`config.mk`:
```
export PLATFORM = sky130hd
export DESIGN_NAME = sync_async_serial_port
export DESIGN_NICKNAME = d
export VERILOG_FILES = /design/src/common/serial_port_pkg.sv /design/src/rtl/sync_async_serial_port.sv
export SDC_FILE = /design/constraint.sdc
export NUM_CORES = 1
export LEC_CHECK = 0
export ABC_CLOCK_PERIOD_IN_PS = 5180
export BUFFER_PORTS_ARGS = -buffer_cell sky130_fd_sc_hd__buf_2
export CORE_MARGIN = 5
export CORE_UTILIZATION = 60
export CTS_CLUSTER_DIAMETER = 100
export DETAILED_ROUTE_END_ITERATION = 8
export HOLD_SLACK_MARGIN = 0.02
export PLACE_DENSITY = 0.83
export SETUP_SLACK_MARGIN = 0.02
export SLEW_MARGIN = 20
export SYNTH_ARGS = -nofsm -noshare
export SYNTH_HDL_FRONTEND = slang
export SYNTH_SLANG_ARGS = --single-unit
```
`constraint.sdc`:
```
create_clock -name clk -period 5.18 [get_ports clk]
set_input_delay 0 -clock clk [delete_from_list [all_inputs] [get_ports clk]]
set_output_delay 0 -clock clk [all_outputs]
set_load 0.005 [all_outputs]
```
`src/common/serial_port_pkg.sv`:
```
// constants and types for the serial port
package serial_port_pkg;
   // mode word fields
   localparam int M_BAUD = 0; // two bits: 0 sync, 1/2/3 = 1x/16x/64x
   localparam int M_LEN  = 2; // two bits: 5..8 data bits
   localparam int M_PEN  = 4;
   localparam int M_EVEN = 5;
   localparam int M_STOP = 6; // async: two bits, 01 = 1 stop, any other = 2 stop
   localparam int M_EXT  = 6; // sync: external sync detect
   localparam int M_ONE  = 7; // sync: single sync character
   localparam logic [1:0] BAUD_SYNC = 2'h0;
   localparam logic [1:0] BAUD_16X  = 2'h2;
   localparam logic [1:0] BAUD_64X  = 2'h3;
   localparam logic [1:0] STOP_ONE  = 2'h1;
   localparam logic [6:0] DIV_1  = 7'h01;
   localparam logic [6:0] DIV_16 = 7'h10;
   localparam logic [6:0] DIV_64 = 7'h40;
   localparam logic [3:0] LEN_MIN = 4'h5;
   // command word fields
   localparam int C_TRANSMIT_ENABLE_BIT = 0;
   localparam int C_DTR  = 1;
   localparam int C_RXE  = 2;
   localparam int C_BRK  = 3;
   localparam int C_ERR  = 4;
   localparam int C_RTS  = 5;
   localparam int C_IR   = 6;
   localparam int C_HUNT = 7;
   // status word fields
   localparam int S_TXW = 0;
   localparam int S_RXW = 1;
   localparam int S_TXE = 2;
   localparam int S_PE  = 3;
   localparam int S_OE  = 4;
   localparam int S_FE  = 5;
   localparam int S_SYN = 6;
   localparam int S_DSR = 7;
   // synchronised input lanes
   localparam int NSYNC = 6;
   localparam int I_TXC = 0;
   localparam int I_RXC = 1;
   localparam int I_RXD = 2;
   localparam int I_CTS = 3;
   localparam int I_DSR = 4;
   localparam int I_SYN = 5;
   typedef enum logic [3:0] {
      PH_MODE  = 4'b0001,
      PH_SYNC1 = 4'b0010,
      PH_SYNC2 = 4'b0100,
      PH_CMD   = 4'b1000
   } wr_phase_t;
   typedef enum logic [3:0] {
      RX_IDLE  = 4'b0001,
      RX_START = 4'b0010,
      RX_BITS  = 4'b0100,
      RX_HUNT  = 4'b1000
   } rx_state_t;
endpackage

```
`src/rtl/sync_async_serial_port.sv`:
```
// serial port with async and character-sync modes
`timescale 1ns/10ps
`default_nettype none
module sync_async_serial_port
(
   input  wire logic       clk,
   input  wire logic       rst_b,
   input  wire logic       clk_en,
   input  wire logic       wr_en,
   input  wire logic       rd_en,
   input  wire logic       cd_sel,
   input  wire logic [7:0] wdata,
   output var  logic [7:0] rdata,
   input  wire logic       tx_bit_clock,
   input  wire logic       rx_bit_clock,
   input  wire logic       rxd,
   output var  logic       txd,
   input  wire logic       cts_b,
   input  wire logic       dsr_b,
   output var  logic       dtr_b,
   output var  logic       rts_b,
   output var  logic       tx_char_wanted,
   output var  logic       rx_char_waiting,
   output var  logic       tx_drained,
   input  wire logic       sync_found_in,
   output var  logic       sync_found_out,
   output var  logic       sync_found_oe
);
   import serial_port_pkg::*;

   // host strobes
   wire ctl_wr = wr_en & cd_sel;
   wire dat_wr = wr_en & ~cd_sel;
   wire sts_rd = rd_en & cd_sel;
   wire dat_rd = rd_en & ~cd_sel;

   wr_phase_t  ph_q;
   logic [7:0] mode_q, sync1_q, sync2_q, cmd_q;
   wire reinit = ctl_wr & (ph_q == PH_CMD) & wdata[C_IR];
   wire clr    = ~rst_b | (clk_en & reinit);

   // control write sequencing
   always_ff @(posedge clk)
   begin
      if (!rst_b)
      begin
         ph_q    <= PH_MODE;
         mode_q  <= 8'h00;
         sync1_q <= 8'h00;
         sync2_q <= 8'h00;
         cmd_q   <= 8'h00;
      end
      else if (clk_en && ctl_wr)
      begin
         unique case (ph_q)
            PH_MODE:
            begin
               mode_q <= wdata;
               ph_q   <= (wdata[M_BAUD+:2] == BAUD_SYNC) ? PH_SYNC1 : PH_CMD;
            end
            PH_SYNC1:
            begin
               sync1_q <= wdata;
               ph_q    <= mode_q[M_ONE] ? PH_CMD : PH_SYNC2;
            end
            PH_SYNC2:
            begin
               sync2_q <= wdata;
               ph_q    <= PH_CMD;
            end
            PH_CMD:
            begin
               cmd_q <= wdata[C_IR] ? 8'h00 : wdata;
               ph_q  <= wdata[C_IR] ? PH_MODE : PH_CMD;
            end
         endcase
      end
   end

   // three-stage sampling of outside inputs
   logic [NSYNC-1:0] s1_q, s2_q, s3_q, f_q, fp_q;
   wire  [NSYNC-1:0] pins = {sync_found_in, dsr_b, cts_b, rxd, rx_bit_clock, tx_bit_clock};
   genvar gi;
   generate
      for (gi = 0; gi < NSYNC; gi++)
      begin : g_in
         always_ff @(posedge clk)
         begin
            if (!rst_b)
            begin
               s1_q[gi] <= 1'b1;
               s2_q[gi] <= 1'b1;
               s3_q[gi] <= 1'b1;
               f_q[gi]  <= 1'b1;
               fp_q[gi] <= 1'b1;
            end
            else if (clk_en)
            begin
               s1_q[gi] <= pins[gi];
               s2_q[gi] <= s1_q[gi];
               s3_q[gi] <= s2_q[gi];
               f_q[gi]  <= (s2_q[gi] == s3_q[gi]) ? s3_q[gi] : f_q[gi];
               fp_q[gi] <= f_q[gi];
            end
         end
      end
   endgenerate

   wire tx_fall = fp_q[I_TXC] & ~f_q[I_TXC];
   wire rx_rise = ~fp_q[I_RXC] & f_q[I_RXC];
   wire rxd_f   = f_q[I_RXD];

   // mode decode
   wire       is_sync = mode_q[M_BAUD+:2] == BAUD_SYNC;
   wire [3:0] nbits   = LEN_MIN + {2'b00, mode_q[M_LEN+:2]};
   wire [7:0] mask    = 8'hff >> (2'h3 - mode_q[M_LEN+:2]);
   wire       pen     = mode_q[M_PEN];
   wire       odd     = ~mode_q[M_EVEN];
   wire [6:0] div     = (mode_q[M_BAUD+:2] == BAUD_64X) ? DIV_64 :
                        (mode_q[M_BAUD+:2] == BAUD_16X) ? DIV_16 : DIV_1;
   wire [6:0] half    = div >> 1;
   wire [3:0] nstop   = (mode_q[M_STOP+:2] == STOP_ONE) ? 4'h1 : 4'h2;

   // serial frame: count in top nibble, bits lsb first
   function automatic logic [15:0] frame_of(input logic [7:0] d);
      logic [11:0] f;
      logic [3:0]  k;
      f = 12'hfff;
      k = 4'h0;
      if (!is_sync)
      begin
         f[0] = 1'b0;
         k = 4'h1;
      end
      for (int i = 0; i < 8; i++)
      begin
         if (4'(i) < nbits)
         begin
            f[k] = d[i];
            k = k + 4'h1;
         end
      end
      if (pen)
      begin
         f[k] = (^(d & mask)) ^ odd;
         k = k + 4'h1;
      end
      if (!is_sync)
         k = k + nstop;
      return {k, f};
   endfunction

   // transmitter
   logic [7:0]  thr_q;
   logic        thr_full_q, started_q, fill2_q, line_q, drained_q;
   logic [11:0] tsr_q;
   logic [3:0]  tbits_q;
   logic [6:0]  tdiv_q;
   wire        can_send = cmd_q[C_TRANSMIT_ENABLE_BIT] & ~f_q[I_CTS];
   wire        tdiv_end = (tdiv_q + 7'h01) >= div;
   wire        tx_tick  = tx_fall & (is_sync | tdiv_end);
   wire        load_chr = (tbits_q == 4'h0) & thr_full_q & can_send;
   wire        load_fil = (tbits_q == 4'h0) & ~load_chr & is_sync & started_q;
   wire [7:0]  fil_chr  = (fill2_q & ~mode_q[M_ONE]) ? sync2_q : sync1_q;
   wire [15:0] fr       = frame_of(load_chr ? thr_q : fil_chr);

   always_ff @(posedge clk)
   begin
      if (clr)
      begin
         thr_q <= 8'h00;
         thr_full_q <= 1'b0;
         started_q <= 1'b0;
         fill2_q <= 1'b0;
         line_q <= 1'b1;
         drained_q <= 1'b1;
         tsr_q <= 12'hfff;
         tbits_q <= 4'h0;
         tdiv_q <= 7'h00;
      end
      else if (clk_en)
      begin
         if (tx_fall)
            tdiv_q <= tdiv_end ? 7'h00 : tdiv_q + 7'h01;
         if (tx_tick && tbits_q != 4'h0)
         begin
            line_q  <= tsr_q[0];
            tsr_q   <= {1'b1, tsr_q[11:1]};
            tbits_q <= tbits_q - 4'h1;
         end
         else if (tx_tick && (load_chr || load_fil))
         begin
            line_q    <= fr[0];
            tsr_q     <= {1'b1, fr[11:1]};
            tbits_q   <= fr[15:12] - 4'h1;
            started_q <= 1'b1;
            fill2_q   <= load_fil ? ~fill2_q : 1'b0;
         end
         else if (tx_tick)
            line_q <= 1'b1;
         if (dat_wr)
         begin
            thr_q <= wdata;
            thr_full_q <= 1'b1;
         end
         else if (tx_tick && load_chr)
            thr_full_q <= 1'b0;
         if (dat_wr)
            drained_q <= 1'b0;
         else if (tx_tick && tbits_q == 4'h0 && !load_chr)
            drained_q <= 1'b1;
      end
   end

   // receiver
   rx_state_t  rs_q;
   logic [7:0] rdat_q, rbr_q, hsr_q, rdat_n;
   logic [3:0] ridx_q;
   logic [6:0] rcnt_q;
   logic       rlast_q, rpar_q, hunt2_q;
   logic       rxw_q, pe_q, oe_q, fe_q, syn_q;
   wire        rx_on    = cmd_q[C_RXE] & (ph_q == PH_CMD);
   wire        rcnt_end = (rcnt_q + 7'h01) >= div;
   wire        sample   = rx_rise & (is_sync | rcnt_end);
   wire [3:0]  rlast    = nbits + {3'h0, pen} - {3'h0, is_sync};
   wire        rpar_n   = (ridx_q == nbits) ? rxd_f : rpar_q;
   wire        done     = (rs_q == RX_BITS) & sample & (ridx_q == rlast);
   wire        deliver  = done & ~hunt2_q;
   wire [7:0]  hwin     = {rxd_f, hsr_q[7:1]} >> (4'h8 - nbits);
   wire        hmatch1  = hwin == (sync1_q & mask);
   wire        hmatch2  = (rdat_n & mask) == (sync2_q & mask);
   wire        found    = (rs_q == RX_HUNT) & rx_rise & ~mode_q[M_EXT] & hmatch1
                          & mode_q[M_ONE] | done & hunt2_q & hmatch2;
   wire        par_bad  = pen & (rpar_n != ((^(rdat_n & mask)) ^ odd));

   // insert the bit under sample into the char
   always_comb
   begin
      rdat_n = rdat_q;
      if (ridx_q < nbits)
         rdat_n[ridx_q[2:0]] = rxd_f;
   end

   always_ff @(posedge clk)
   begin
      if (clr)
      begin
         rs_q <= RX_IDLE;
         rdat_q <= 8'h00;
         hsr_q <= 8'h00;
         ridx_q <= 4'h0;
         rcnt_q <= 7'h00;
         rlast_q <= 1'b1;
         rpar_q <= 1'b0;
         hunt2_q <= 1'b0;
      end
      else if (clk_en)
      begin
         if (rx_rise)
            rlast_q <= rxd_f;
         if (!rx_on)
            rs_q <= RX_IDLE;
         else if (is_sync && ctl_wr && wdata[C_HUNT] && !wdata[C_IR])
            rs_q <= RX_HUNT;
         else
         begin
            unique case (rs_q)
               RX_IDLE:
                  if (is_sync)
                     rs_q <= RX_HUNT;
                  else if (rx_rise && rlast_q && !rxd_f)
                  begin
                     rs_q   <= (half == 7'h00) ? RX_BITS : RX_START;
                     rcnt_q <= 7'h00;
                     ridx_q <= 4'h0;
                  end
               RX_START:
                  if (rx_rise && rcnt_q + 7'h01 >= half)
                  begin
                     rs_q   <= rxd_f ? RX_IDLE : RX_BITS;
                     rcnt_q <= 7'h00;
                  end
                  else if (rx_rise)
                     rcnt_q <= rcnt_q + 7'h01;
               RX_BITS:
                  if (sample)
                  begin
                     rcnt_q <= 7'h00;
                     rdat_q <= rdat_n;
                     rpar_q <= rpar_n;
                     ridx_q <= done ? 4'h0 : ridx_q + 4'h1;
                     if (done && (!is_sync || (hunt2_q && !hmatch2)))
                        rs_q <= is_sync ? RX_HUNT : RX_IDLE;
                     if (done)
                        hunt2_q <= 1'b0;
                  end
                  else if (rx_rise)
                     rcnt_q <= rcnt_q + 7'h01;
               RX_HUNT:
               begin
                  ridx_q <= 4'h0;
                  if (rx_rise)
                     hsr_q <= {rxd_f, hsr_q[7:1]};
                  if (mode_q[M_EXT] && f_q[I_SYN])
                     rs_q <= RX_BITS;
                  else if (rx_rise && hmatch1)
                  begin
                     rs_q    <= RX_BITS;
                     hunt2_q <= ~mode_q[M_ONE];
                  end
               end
            endcase
         end
      end
   end

   // receive buffer and sticky fault flags
   wire err_clr = ctl_wr & (ph_q == PH_CMD) & wdata[C_ERR];
   always_ff @(posedge clk)
   begin
      if (clr)
      begin
         rbr_q <= 8'h00;
         rxw_q <= 1'b0;
         pe_q  <= 1'b0;
         oe_q  <= 1'b0;
         fe_q  <= 1'b0;
         syn_q <= 1'b0;
      end
      else if (clk_en)
      begin
         if (deliver)
            rbr_q <= rdat_n & mask;
         rxw_q <= deliver | (rxw_q & ~dat_rd);
         pe_q  <= (deliver & par_bad) | (pe_q & ~err_clr);
         oe_q  <= (deliver & rxw_q & ~dat_rd) | (oe_q & ~err_clr);
         fe_q  <= (deliver & ~is_sync & ~rxd_f) | (fe_q & ~err_clr);
         syn_q <= found | (syn_q & ~sts_rd);
      end
   end

   // status word and registered pins
   logic [7:0] status;
   always_comb
   begin
      status        = 8'h00;
      status[S_TXW] = tx_char_wanted;
      status[S_RXW] = rxw_q;
      status[S_TXE] = drained_q;
      status[S_PE]  = pe_q;
      status[S_OE]  = oe_q;
      status[S_FE]  = fe_q;
      status[S_SYN] = mode_q[M_EXT] ? f_q[I_SYN] : syn_q;
      status[S_DSR] = ~f_q[I_DSR];
   end

   always_ff @(posedge clk)
   begin
      if (clr)
      begin
         rdata <= 8'h00;
         txd <= 1'b1;
         dtr_b <= 1'b1;
         rts_b <= 1'b1;
         tx_char_wanted <= 1'b0;
         rx_char_waiting <= 1'b0;
         tx_drained <= 1'b1;
         sync_found_out <= 1'b0;
         sync_found_oe <= 1'b0;
      end
      else if (clk_en)
      begin
         if (rd_en)
            rdata <= cd_sel ? status : rbr_q;
         txd <= line_q & ~cmd_q[C_BRK];
         dtr_b <= ~cmd_q[C_DTR];
         rts_b <= ~cmd_q[C_RTS];
         tx_char_wanted <= ~thr_full_q & ~dat_wr & can_send;
         rx_char_waiting <= rxw_q;
         tx_drained <= drained_q;
         sync_found_out <= syn_q;
         sync_found_oe <= is_sync & ~mode_q[M_EXT] & (ph_q != PH_MODE);
      end
   end
endmodule
`default_nettype wire
```
==> results.md, run 1 <==
- Maximum clock insertion buffer count: 2
- Largest area contributor in the netlist: dfxtp_1
- Fillers: around 1400
- Mapped Cells: roughly 1200
- Count leader, synth: dfxtp_1
- Slew @ Worst Pin: around 950 ps
- 1st-iter DRT viols: roughly 850
- Fmax: between 200 and 250 MHz
- Ant. Diodes: 0
- Clock Latency Late Sink: 440 ps
- Yosys reg bits: about 160
- Core ar.: around 0.016 mm²
- R2r setup slk: around 440 ps
- Worst Skew: ~13 ps
- Critical path arrival: 5020 ps
- Status: completed
- Largest cells by area after synthesis: dfxtp_1 32%, mux2i_1 9.3%, nand2_1 5.4%
- Die X: about 140 µm
- Drt total wl: about 27000 µm
- Post-synth top area share: 31.61%
- Port buffer count: 35
- Share of flip-flops with an asynchronous set or reset: 0%
- Drt wl/cell: 18.97 µm
- RSZ-0062 raised after global routing: false
- Max-slew violations: 0
- CP startpoint: mode_q[2]
- H-Tree Depth: 4
- Count of flip-flops with a built-in enable after synthesis: 0
- Worst Hold Class: in -> reg
- First-pass GRT wire length: 44690 µm
- IO Pins: 36
- Mean area per synthesized cell: between 8 and 9 µm²
- Overall Power: approximately 2.8 mW
- Post-CTS setup buffer count: 0
- Vias per inst: roughly 6.4
- Synthesized cell area: 0.009878 mm²
- Ys flop type: dfxtp_1
- Rows: between 40 and 50
- Final #Nets: 1273
- CTS Buf Count: 17
- Worst setup SP type: register
- Core Util, Final: between 60% and 70%
- Synthesis warning total: 0
- WP data required: about 5500 ps
- Synthesized net count: approximately 1300
- Worst setup EP type: register
- Area after DPL: 0.01016 mm²
- P&R area growth vs syn: 10.85%
- Worst r2r src: mode_q[2]
- Critical path peak fanout: 11
- Setup TNS: 0 ps
- Worst-case reg-to-reg path depth: 22
- Multi-input logic area: 0.006357 mm²
- Fin crit share: between 90% and 100%
- DIE AREA: about 0.019 mm²
- Pre-antenna DRT Iters: 6
- Final instance area: 0.01095 mm²
- Peak supply drop: roughly 0.26 mV
- Routed via count: just over 9000
- Initial core utilization: between 60% and 70%
- Initial antenna violation count: 1
- Root Driver: clkbuf_16
- Final hold vios: 0
- Clk slew on worst S/H paths: ~70 ps
- Fraction of layout cells with a size suffix above 1: 10.42%
- R2r endpoint: tbits_q[2]
- # setup viols final: 0
- Sequential fraction of the synthesis area: 31.61%
- Unique cell type count in the Yosys netlist: 92
- Placer Congestion: approximately 0.96
- Leak pwr: between 4 and 5 nW
- # DRC: 0
- Clk sink count: roughly 160
- Fin crit period: around 4700 ps
- Largest net degree at the start of global routing: 73
- Die height: 138.3 µm
- Slew HR: about a third
- DPL Wire Length: roughly 19000 µm
- CTS tree: done
- Final ANT Viol Nets: 0
- Worst Setup Path Type: reg -> reg
- Sequential cell area: between 0.003 and 0.004 mm²
- Global Route Usage Sum: ~28%
- Synth cell count leaders: 156 x dfxtp_1, 141 x nand2_1, 104 x nor2_1
- Max-Cap Viols: 0
- Remaining global-route overflow: 0
- PwrDens: around 260 mW/mm²
- Vias in the first global route: 8718
- Crit path to: tbits_q[2]
metal layers:
| layer | global-route usage [%] | share of wire (%) | up-vias | wire length [µm] |
|---|---|---|---|---|
| li1 | - | - | 4357 | - |
| met4 | 13.68 | 3.7 | 2 | 1015 |
| met1 | 37.11 | 43 | 4352 | 11790 |
| met2 | 44.94 | 46 | 422 | 12610 |
| met5 | 0 | 0.10 | - | 28 |
| met3 | 4.903 | 7.4 | 73 | 2032 |
worst max-delay path, cell delays in order, from the launching register on:
cell,delay [ps]
dfxtp_1,380
buf_4,200
ha_1,190
inv_1,90
ha_1,300
o21ai_1,290
ha_1,300
a21oi_1,240
ha_1,280
nand2_1,80
nand2_1,100
ha_1,300
nor2_1,30
a31oi_1,260
inv_1,100
fa_1,520
nand2_1,60
o21a_1,140
mux2i_1,160
ha_1,210
o21ai_0,100
a21oi_1,180
a21oi_1,80
worst min path at each step:
stage,start,endpoint,slack [ps],depth (start not counted)
6_report,cd_sel,syn_q,70,4
5_1_grt,cd_sel,syn_q,110,4
4_1_cts,cd_sel,syn_q,60,4
3_5_place_dp,rx_bit_clock,s1_q[1],220,3
3_3_place_gp,cts_b,s1_q[3],210,3
2_1_floorplan,tx_bit_clock,s1_q[0],130,2
report_power, final:
group          total (mW)  internal, mW  switching [mW]
clock                1.34         0.778           0.565
sequential           1.23          1.21          0.0152
combinational       0.252        0.0989           0.153
total                2.82          2.09           0.733
repair_timing:
item	4_1_cts	5_1_grt
hold buffers	16	0
setup endpoints to repair	0	2
endpoints found under the hold margin	35	0
resized for setup	0	2
metrics by stage:
stage	setup WS (ps)	instances	hold WS, ps
CTS	350.8	1448	59.93
global placement	574.1	1400	214.6
floorplan	592.5	1198	128.4
detailed placement	419.7	1400	220.3
global route	69.79	1448	105.4
finish	435.4	1448	71.77
cell type report:
cell class                 instances  area share [%]
clock buffer                      18           3.919
tap                              220           2.514
sequential                       156           28.53
clock inverter                    14           1.760
inverter                          37           1.268
multi-input combinational        939           58.06
timing repair buffer              64           3.953
sequential cells by signal, indices dropped and copies added (netlist names), 7 cells and up:
signal	cells
rdat_q	8
tsr_q	11
thr_q	8
tdiv_q	7
hsr_q	7
rbr_q	8
sync1_q	8
sync2_q	8
rcnt_q	7
mode_q	8
rdata	8
logic make-up (layout without fill, tap and decap cells):
family,after synthesis,after routing,share of synthesized area (%)
DFF,156,156,31.61
muxes,101,101,10.64
buffers and inverters,103,133,4.205
xor gates and xnor gates,51,51,5.244
and+or+nand+nor,475,475,24.42
AOI/OAI and AO/OA,274,274,18.91
adders and majority gates,38,38,4.965
layout by cell type (no fill, tap or decap), types with 20 or more instances in the layout:
| cell | instances |
|---|---|
| nand2_1 | 141 |
| mux2i_1 | 92 |
| buf_2 | 35 |
| xnor2_1 | 29 |
| a211oi_1 | 20 |
| nor2b_1 | 42 |
| o21ai_0 | 36 |
| nor2_1 | 104 |
| inv_1 | 34 |
| ha_1 | 36 |
| a21oi_1 | 78 |
| nand3_1 | 45 |
| dfxtp_1 | 155 |
| nor3_1 | 24 |
No activity file was read; power rests on OpenSTA's default activity.
==> run 2: changes to the inputs <==
--- a/config.mk
+++ b/config.mk
@@ -7,6 +7,7 @@
 export LEC_CHECK = 0
 export ABC_CLOCK_PERIOD_IN_PS = 5180
 export BUFFER_PORTS_ARGS = -buffer_cell sky130_fd_sc_hd__buf_2
+export CORE_ASPECT_RATIO = 0.5
 export CORE_MARGIN = 5
 export CORE_UTILIZATION = 60
 export CTS_CLUSTER_DIAMETER = 100
==> run 2 against run 1 <==
Against the previous run:
- hold slack gained 1.8 ps
- sequential cell count is the same
- design area shrank 0.27%
- non-clock buffer count shrank 1
- clock-buffer cell count grew 1
- final cell count grew 0.41%
- register-to-register slack gained 50 ps
- wire length shrank 1.4%
- clock power shrank 5%
- via count grew 0.58%
- clock skew grew 0.76 ps
- first-iteration DRC count grew 18%
- largest power group unchanged
==> results.md, run 2 (same netlist as run 1, synthesis figures left out) <==
- DPL Wire Length: 19190 µm
- Routed via count: ~9300
- Placer Congestion: between 0.9 and 1
- DIE AREA: ~0.019 mm²
- Core ar.: 0.01627 mm²
- Worst Skew: approximately 14 ps
- Max-slew violations: 0
- Clk sink count: ~160
- Initial antenna violation count: 1
- # DRC: 0
- Final instance area: 0.01092 mm²
- CTS Buf Count: 17
- Clk slew on worst S/H paths: about 70 ps
- Initial core utilization: 60.72%
- Sw power: 737.6 µW
- Clock power share: a little under half
- Leak pwr: around 4.4 nW
- Peak supply drop: between 0.2 and 0.3 mV
- Biggest register: tsr_q
- Setup TNS: 0 ps
- Vias in the first global route: 8774
- Post-CTS setup buffer count: 0
- Internal: approximately 2 mW
- Critical path arrival: roughly 5000 ps
- Core Util, Final: between 60% and 70%
- Ant. Diodes: 0
- Clock Latency Late Sink: ~440 ps
- Finished Layout Cells: 1454
- Remaining global-route overflow: 0
- Post-route setup slack: 481.9 ps
- Vias per inst: about 6.4
- Logic pwr share: a little under a tenth
- Worst Setup Path Type: reg -> reg
- Fmax: between 200 and 250 MHz
- Die X: 191.5 µm
- Max-Cap Viols: 0
- Maximum clock insertion buffer count: 2
- P&R area growth vs syn: 10.55%
- Commonest non-fill, non-tap cell in the layout: dfxtp_1
- Multi-input logic area: roughly 0.0064 mm²
- Worst setup SP type: register
- Critical path peak fanout: 9
- Fillers: ~1300
- PwrDens: ~250 mW/mm²
- Flip-flop count of the largest register after layout: 11
- Port buffer count: 35
- Slew @ Worst Pin: 1072 ps
- Share of power burned in registers: between 40% and 50%
- 1st-iter DRT viols: about 1000
- IO Pins: 36
- Root Driver: clkbuf_16
- Pre-antenna DRT Iters: 7
- Final hold vios: 0
- Drt wl/cell: approximately 19 µm
- # setup viols final: 0
- WP data required: 5490 ps
- Sequential cell area: roughly 0.0031 mm²
- H-Tree Depth: 4
- Fraction of layout cells with a size suffix above 1: a little over a tenth
- Die height: ~100 µm
- Placed cells: 1407
- Final hold slack: between 70 and 80 ps
- Worst Hold Class: in -> reg
- Fin crit period: 4698 ps
- Area after DPL: just over 0.01 mm²
- Rows: 33
- Fin crit share: ~90%
- RSZ-0062 raised after global routing: false
- Worst setup EP type: register
- Overall Power: ~2.7 mW
- Final #Nets: 1272
- Final ANT Viol Nets: 0
- Status: completed
- Slew HR: roughly 28%
- CTS tree: done
- Largest net degree at the start of global routing: 66
- First-pass GRT wire length: 43920 µm
- Worst slack, placed: 256.3 ps
- Global Route Usage Sum: 28.46%
- Drt total wl: about 27000 µm
- Commonest non-fill, non-tap cells in the layout: 155 x dfxtp_1, 141 x nand2_1, 104 x nor2_1, 92 x mux2i_1, 78 x a21oi_1
- Net Sw Frac: 26.86%
run 2: changes by cell type in the layout (fill, tap and decap cells not counted), sizes merged:
cell / delta
bufinv: -2
clkbuf: +1
clkinv: +1
clkinvlp: +1
dlygate4sd3: -1
inv: -1
run 2: worst max-delay path, cell delays in order, from the launching register on:
cell and delay (ps):
dfxtp_2 430, ha_2 290, inv_1 110, ha_1 290, o21ai_1 310, ha_1 310
a21oi_1 220, ha_1 270, nand2_1 90, nand2_1 120, ha_1 310, nor2_1 40
a31oi_1 260, inv_1 110, fa_1 390, nor2_1 140, xnor3_1 270, a211oi_1 210
o211ai_1 130, a211oi_1 190, a211oi_1 90
run 2: power by group through the flow:
stage / clock network [mW] / logic [mW] / registers [mW]
after floorplan: 0 / 0.173 / 1.25
after global placement: 0 / 0.229 / 1.25
after detailed placement: 0 / 0.236 / 1.26
after CTS: 1.28 / 0.248 / 1.23
after global routing: 1.34 / 0.276 / 1.23
final: 1.27 / 0.251 / 1.23
run 2: final timing paths:
kind	startpoint	to	slack, ps	cells after the start
setup reg to reg	mode_q[3]	tbits_q[3]	480	20
hold reg to reg	thr_q[5]	thr_q[5]	470	2
hold / removal	clk_en	ph_q[0]	70	4
setup / recovery	mode_q[3]	tbits_q[3]	480	20
run 2: area by class of cell:
class                           count  area share [%]
Multi-Input combinational cell    939           58.24
Clock buffer                       19           4.056
Timing Repair Buffer               63           3.873
Tap cell                          227           2.601
Inverter                           37           1.272
Clock inverter                     13           1.352
Sequential cell                   156           28.61
run 2: repair_timing:
action | 4_1_cts | 5_1_grt
gates resized for setup | 0 | 4
hold endpoints to repair | 39 | 0
hold buffers | 15 | 0
endpoints found under the setup margin | 0 | 3
run 2: routing by layer:
metal	wire length (µm)	track usage, %	vias to the layer above
met1	11520	36.77	4344
met2	12230	45.93	453
met4	1011	13.29	2
met5	13	0	-
met3	2321	6.228	95
li1	-	-	4365
==> run 3: changes to the inputs <==
--- a/config.mk
+++ b/config.mk
@@ -13,7 +13,7 @@
 export CTS_CLUSTER_DIAMETER = 100
 export DETAILED_ROUTE_END_ITERATION = 8
 export HOLD_SLACK_MARGIN = 0.02
-export PLACE_DENSITY = 0.83
+export PLACE_DENSITY_LB_ADDON = 0.12
 export SETUP_SLACK_MARGIN = 0.02
 export SLEW_MARGIN = 20
 export SYNTH_ARGS = -nofsm -noshare
==> run 3 against run 2 <==
Against the previous run:
- total power shrank 2.0%
- core utilization about the same
- sequential share of layout area barely moved
- critical path depth grew 1
- largest power group is now sequential cells
==> results.md, run 3 (same netlist as run 1, synthesis figures left out) <==
- Final hold slack: between 90 and 100 ps
- Clock Latency Late Sink: roughly 440 ps
- Flip-flop count of the largest register after layout: 11
- Worst setup EP type: register
- Critical path peak fanout: 7
- Remaining global-route overflow: 0
- WP data required: about 5500 ps
- Worst r2r src: mode_q[2]
- Drt wl/cell: approximately 19 µm
- Commonest non-fill, non-tap cells in the layout: 156 x dfxtp_1, 141 x nand2_1, 104 x nor2_1, 92 x mux2i_1, 78 x a21oi_1
- Clk sink count: around 160
- Max-slew violations: 0
- Commonest non-fill, non-tap cell in the layout: dfxtp_1
- Hold_sp: wr_en
- Status: completed
- Worst Hold Class: in -> reg
- Hold depth: 4
- RSZ-0062 raised after global routing: false
- Die height: 100.7 µm
- Worst setup SP type: register
- R2r endpoint: tbits_q[2]
- Placer Congestion: 1.024
- Vias in the first global route: between 8000 and 9000
- Biggest register: tsr_q
- H-Tree Depth: 4
- Pre-antenna DRT Iters: 6
- Worst Setup Path Type: reg -> reg
- Max-Cap Viols: 0
- CTS tree: done
- Final instance area: about 0.011 mm²
- Largest net degree at the start of global routing: 65
- Clk slew on worst S/H paths: around 70 ps
- Setup TNS: 0 ps
- Final ANT Viol Nets: 0
- Routed via count: 9072
- Initial antenna violation count: 1
- Vias per inst: just over 6
- Core ar.: around 0.016 mm²
- Fillers: about 1400
- Port buffer count: 35
- Worst Skew: ~12 ps
- Slew @ Worst Pin: 1004 ps
- Initial core utilization: between 60% and 70%
- 1st-iter DRT viols: around 900
- Critical path arrival: 4970 ps
- Fin crit period: 4681 ps
- P&R area growth vs syn: 10.54%
- Ant. Diodes: 0
- Fraction of layout cells with a size suffix above 1: a little over a tenth
- Worst-case reg-to-reg path depth: 21
- Die X: 191.5 µm
- Fin crit share: between 90% and 100%
- Area after DPL: ~0.010 mm²
- Root Driver: clkbuf_16
- Leak pwr: 4.368 nW
- Overall Power: ~2.7 mW
- Maximum clock insertion buffer count: 2
- Drt total wl: 27230 µm
- DPL Wire Length: 19850 µm
- IO Pins: 36
- Post-CTS setup buffer count: 0
- Final hold vios: 0
- Final #Nets: about 1300
- R2r setup slk: between 400 and 500 ps
- Rows: 33
- First-pass GRT wire length: about 45000 µm
- Global Route Usage Sum: around 29%
- Hold path endpoint: ph_q[0]
- # DRC: 0
- # setup viols final: 0
- CTS Buf Count: 17
- Peak supply drop: around 0.27 mV
- DIE AREA: just under 0.02 mm²
- Slew HR: between 30 and 40%
- Fmax: about 210 MHz
- PwrDens: roughly 250 mW/mm²
==> run 3: cell count changes in the layout (fill, tap and decap cells not counted), sizes merged <==
cell,delta
bufinv,-1
clkbuf,-1
clkinv,-1
clkinvlp,+3
buf,+4
==> run 3: area by class of cell <==
| cell class | instances | area (µm²) | area share, % |
|---|---|---|---|
| Multi-Input combinational cell | 939 | 6361 | 58.26 |
| Sequential cell | 156 | 3123 | 28.60 |
| Timing Repair Buffer | 67 | 452.9 | 4.148 |
| Clock buffer | 18 | 429.2 | 3.930 |
| Tap cell | 227 | 284.0 | 2.601 |
| Inverter | 37 | 138.9 | 1.272 |
| Clock inverter | 14 | 130.1 | 1.192 |
==> run 3: power breakdown <==
group          switching, mW  leakage, nW  internal (mW)
Sequential            0.0128         1.26           1.21
Combinational          0.153         2.84         0.0992
Clock                  0.579        0.260          0.633
Total                  0.745         4.37           1.95
==> run 3: worst max-delay path by stage <==
| stage | start | endpoint | slack, ps | cells past startpoint |
|---|---|---|---|---|
| final | mode_q[2] | tbits_q[2] | 500 | 21 |
| after global routing | mode_q[2] | tbits_q[2] | 40 | 21 |
| after CTS | mode_q[2] | tbits_q[2] | 420 | 21 |
| after detailed placement | mode_q[2] | tbits_q[2] | 410 | 21 |
| after global placement | mode_q[2] | tbits_q[3] | 680 | 20 |
| after floorplan | mode_q[2] | tbits_q[3] | 590 | 22 |
==> run 3: timing repair <==
| item | CTS | global route |
|---|---|---|
| endpoints found under the setup margin | 0 | 2 |
| hold buffers | 15 | 0 |
| endpoints found under the hold margin | 40 | 0 |
| resized for setup | 0 | 1 |
==> run 3: per-layer routing <==
| layer | vias up | track usage (%) | wire length, µm |
|---|---|---|---|
| met4 | 0 | 8.935 | 701 |
| met3 | 68 | 7.993 | 2401 |
| met1 | 4284 | 39.85 | 12320 |
| met2 | 356 | 44.52 | 11820 |
| met5 | - | 0 | 0 |
| li1 | 4364 | - | - |
==> run 3: worst max-delay path, stage by stage, from the launching register on <==
cell and delay (ps):
dfxtp_1 340, ha_1 310, inv_1 130, ha_1 310, o21ai_1 320, ha_1 310
a21oi_1 250, ha_1 290, nand2_1 80, nand2_1 110, ha_1 310, nor2_1 30
a31oi_1 240, inv_1 100, fa_1 510, nand2_1 50, o21a_1 130, mux2i_1 140
ha_1 210, o21ai_0 110, a21oi_1 180, a21oi_1 80
==> run 3: through the flow <==
| step | std cells | util (%) | setup slack, ps |
|---|---|---|---|
| floorplan | 1198 | - | 592.5 |
| global placement | 1411 | 62.72 | 683.1 |
| detailed placement | 1411 | 62.72 | 412.9 |
| CTS | 1458 | 67.08 | 416.6 |
| global route | 1458 | 67.12 | 41.51 |
| finish | 1458 | 67.12 | 498.8 |
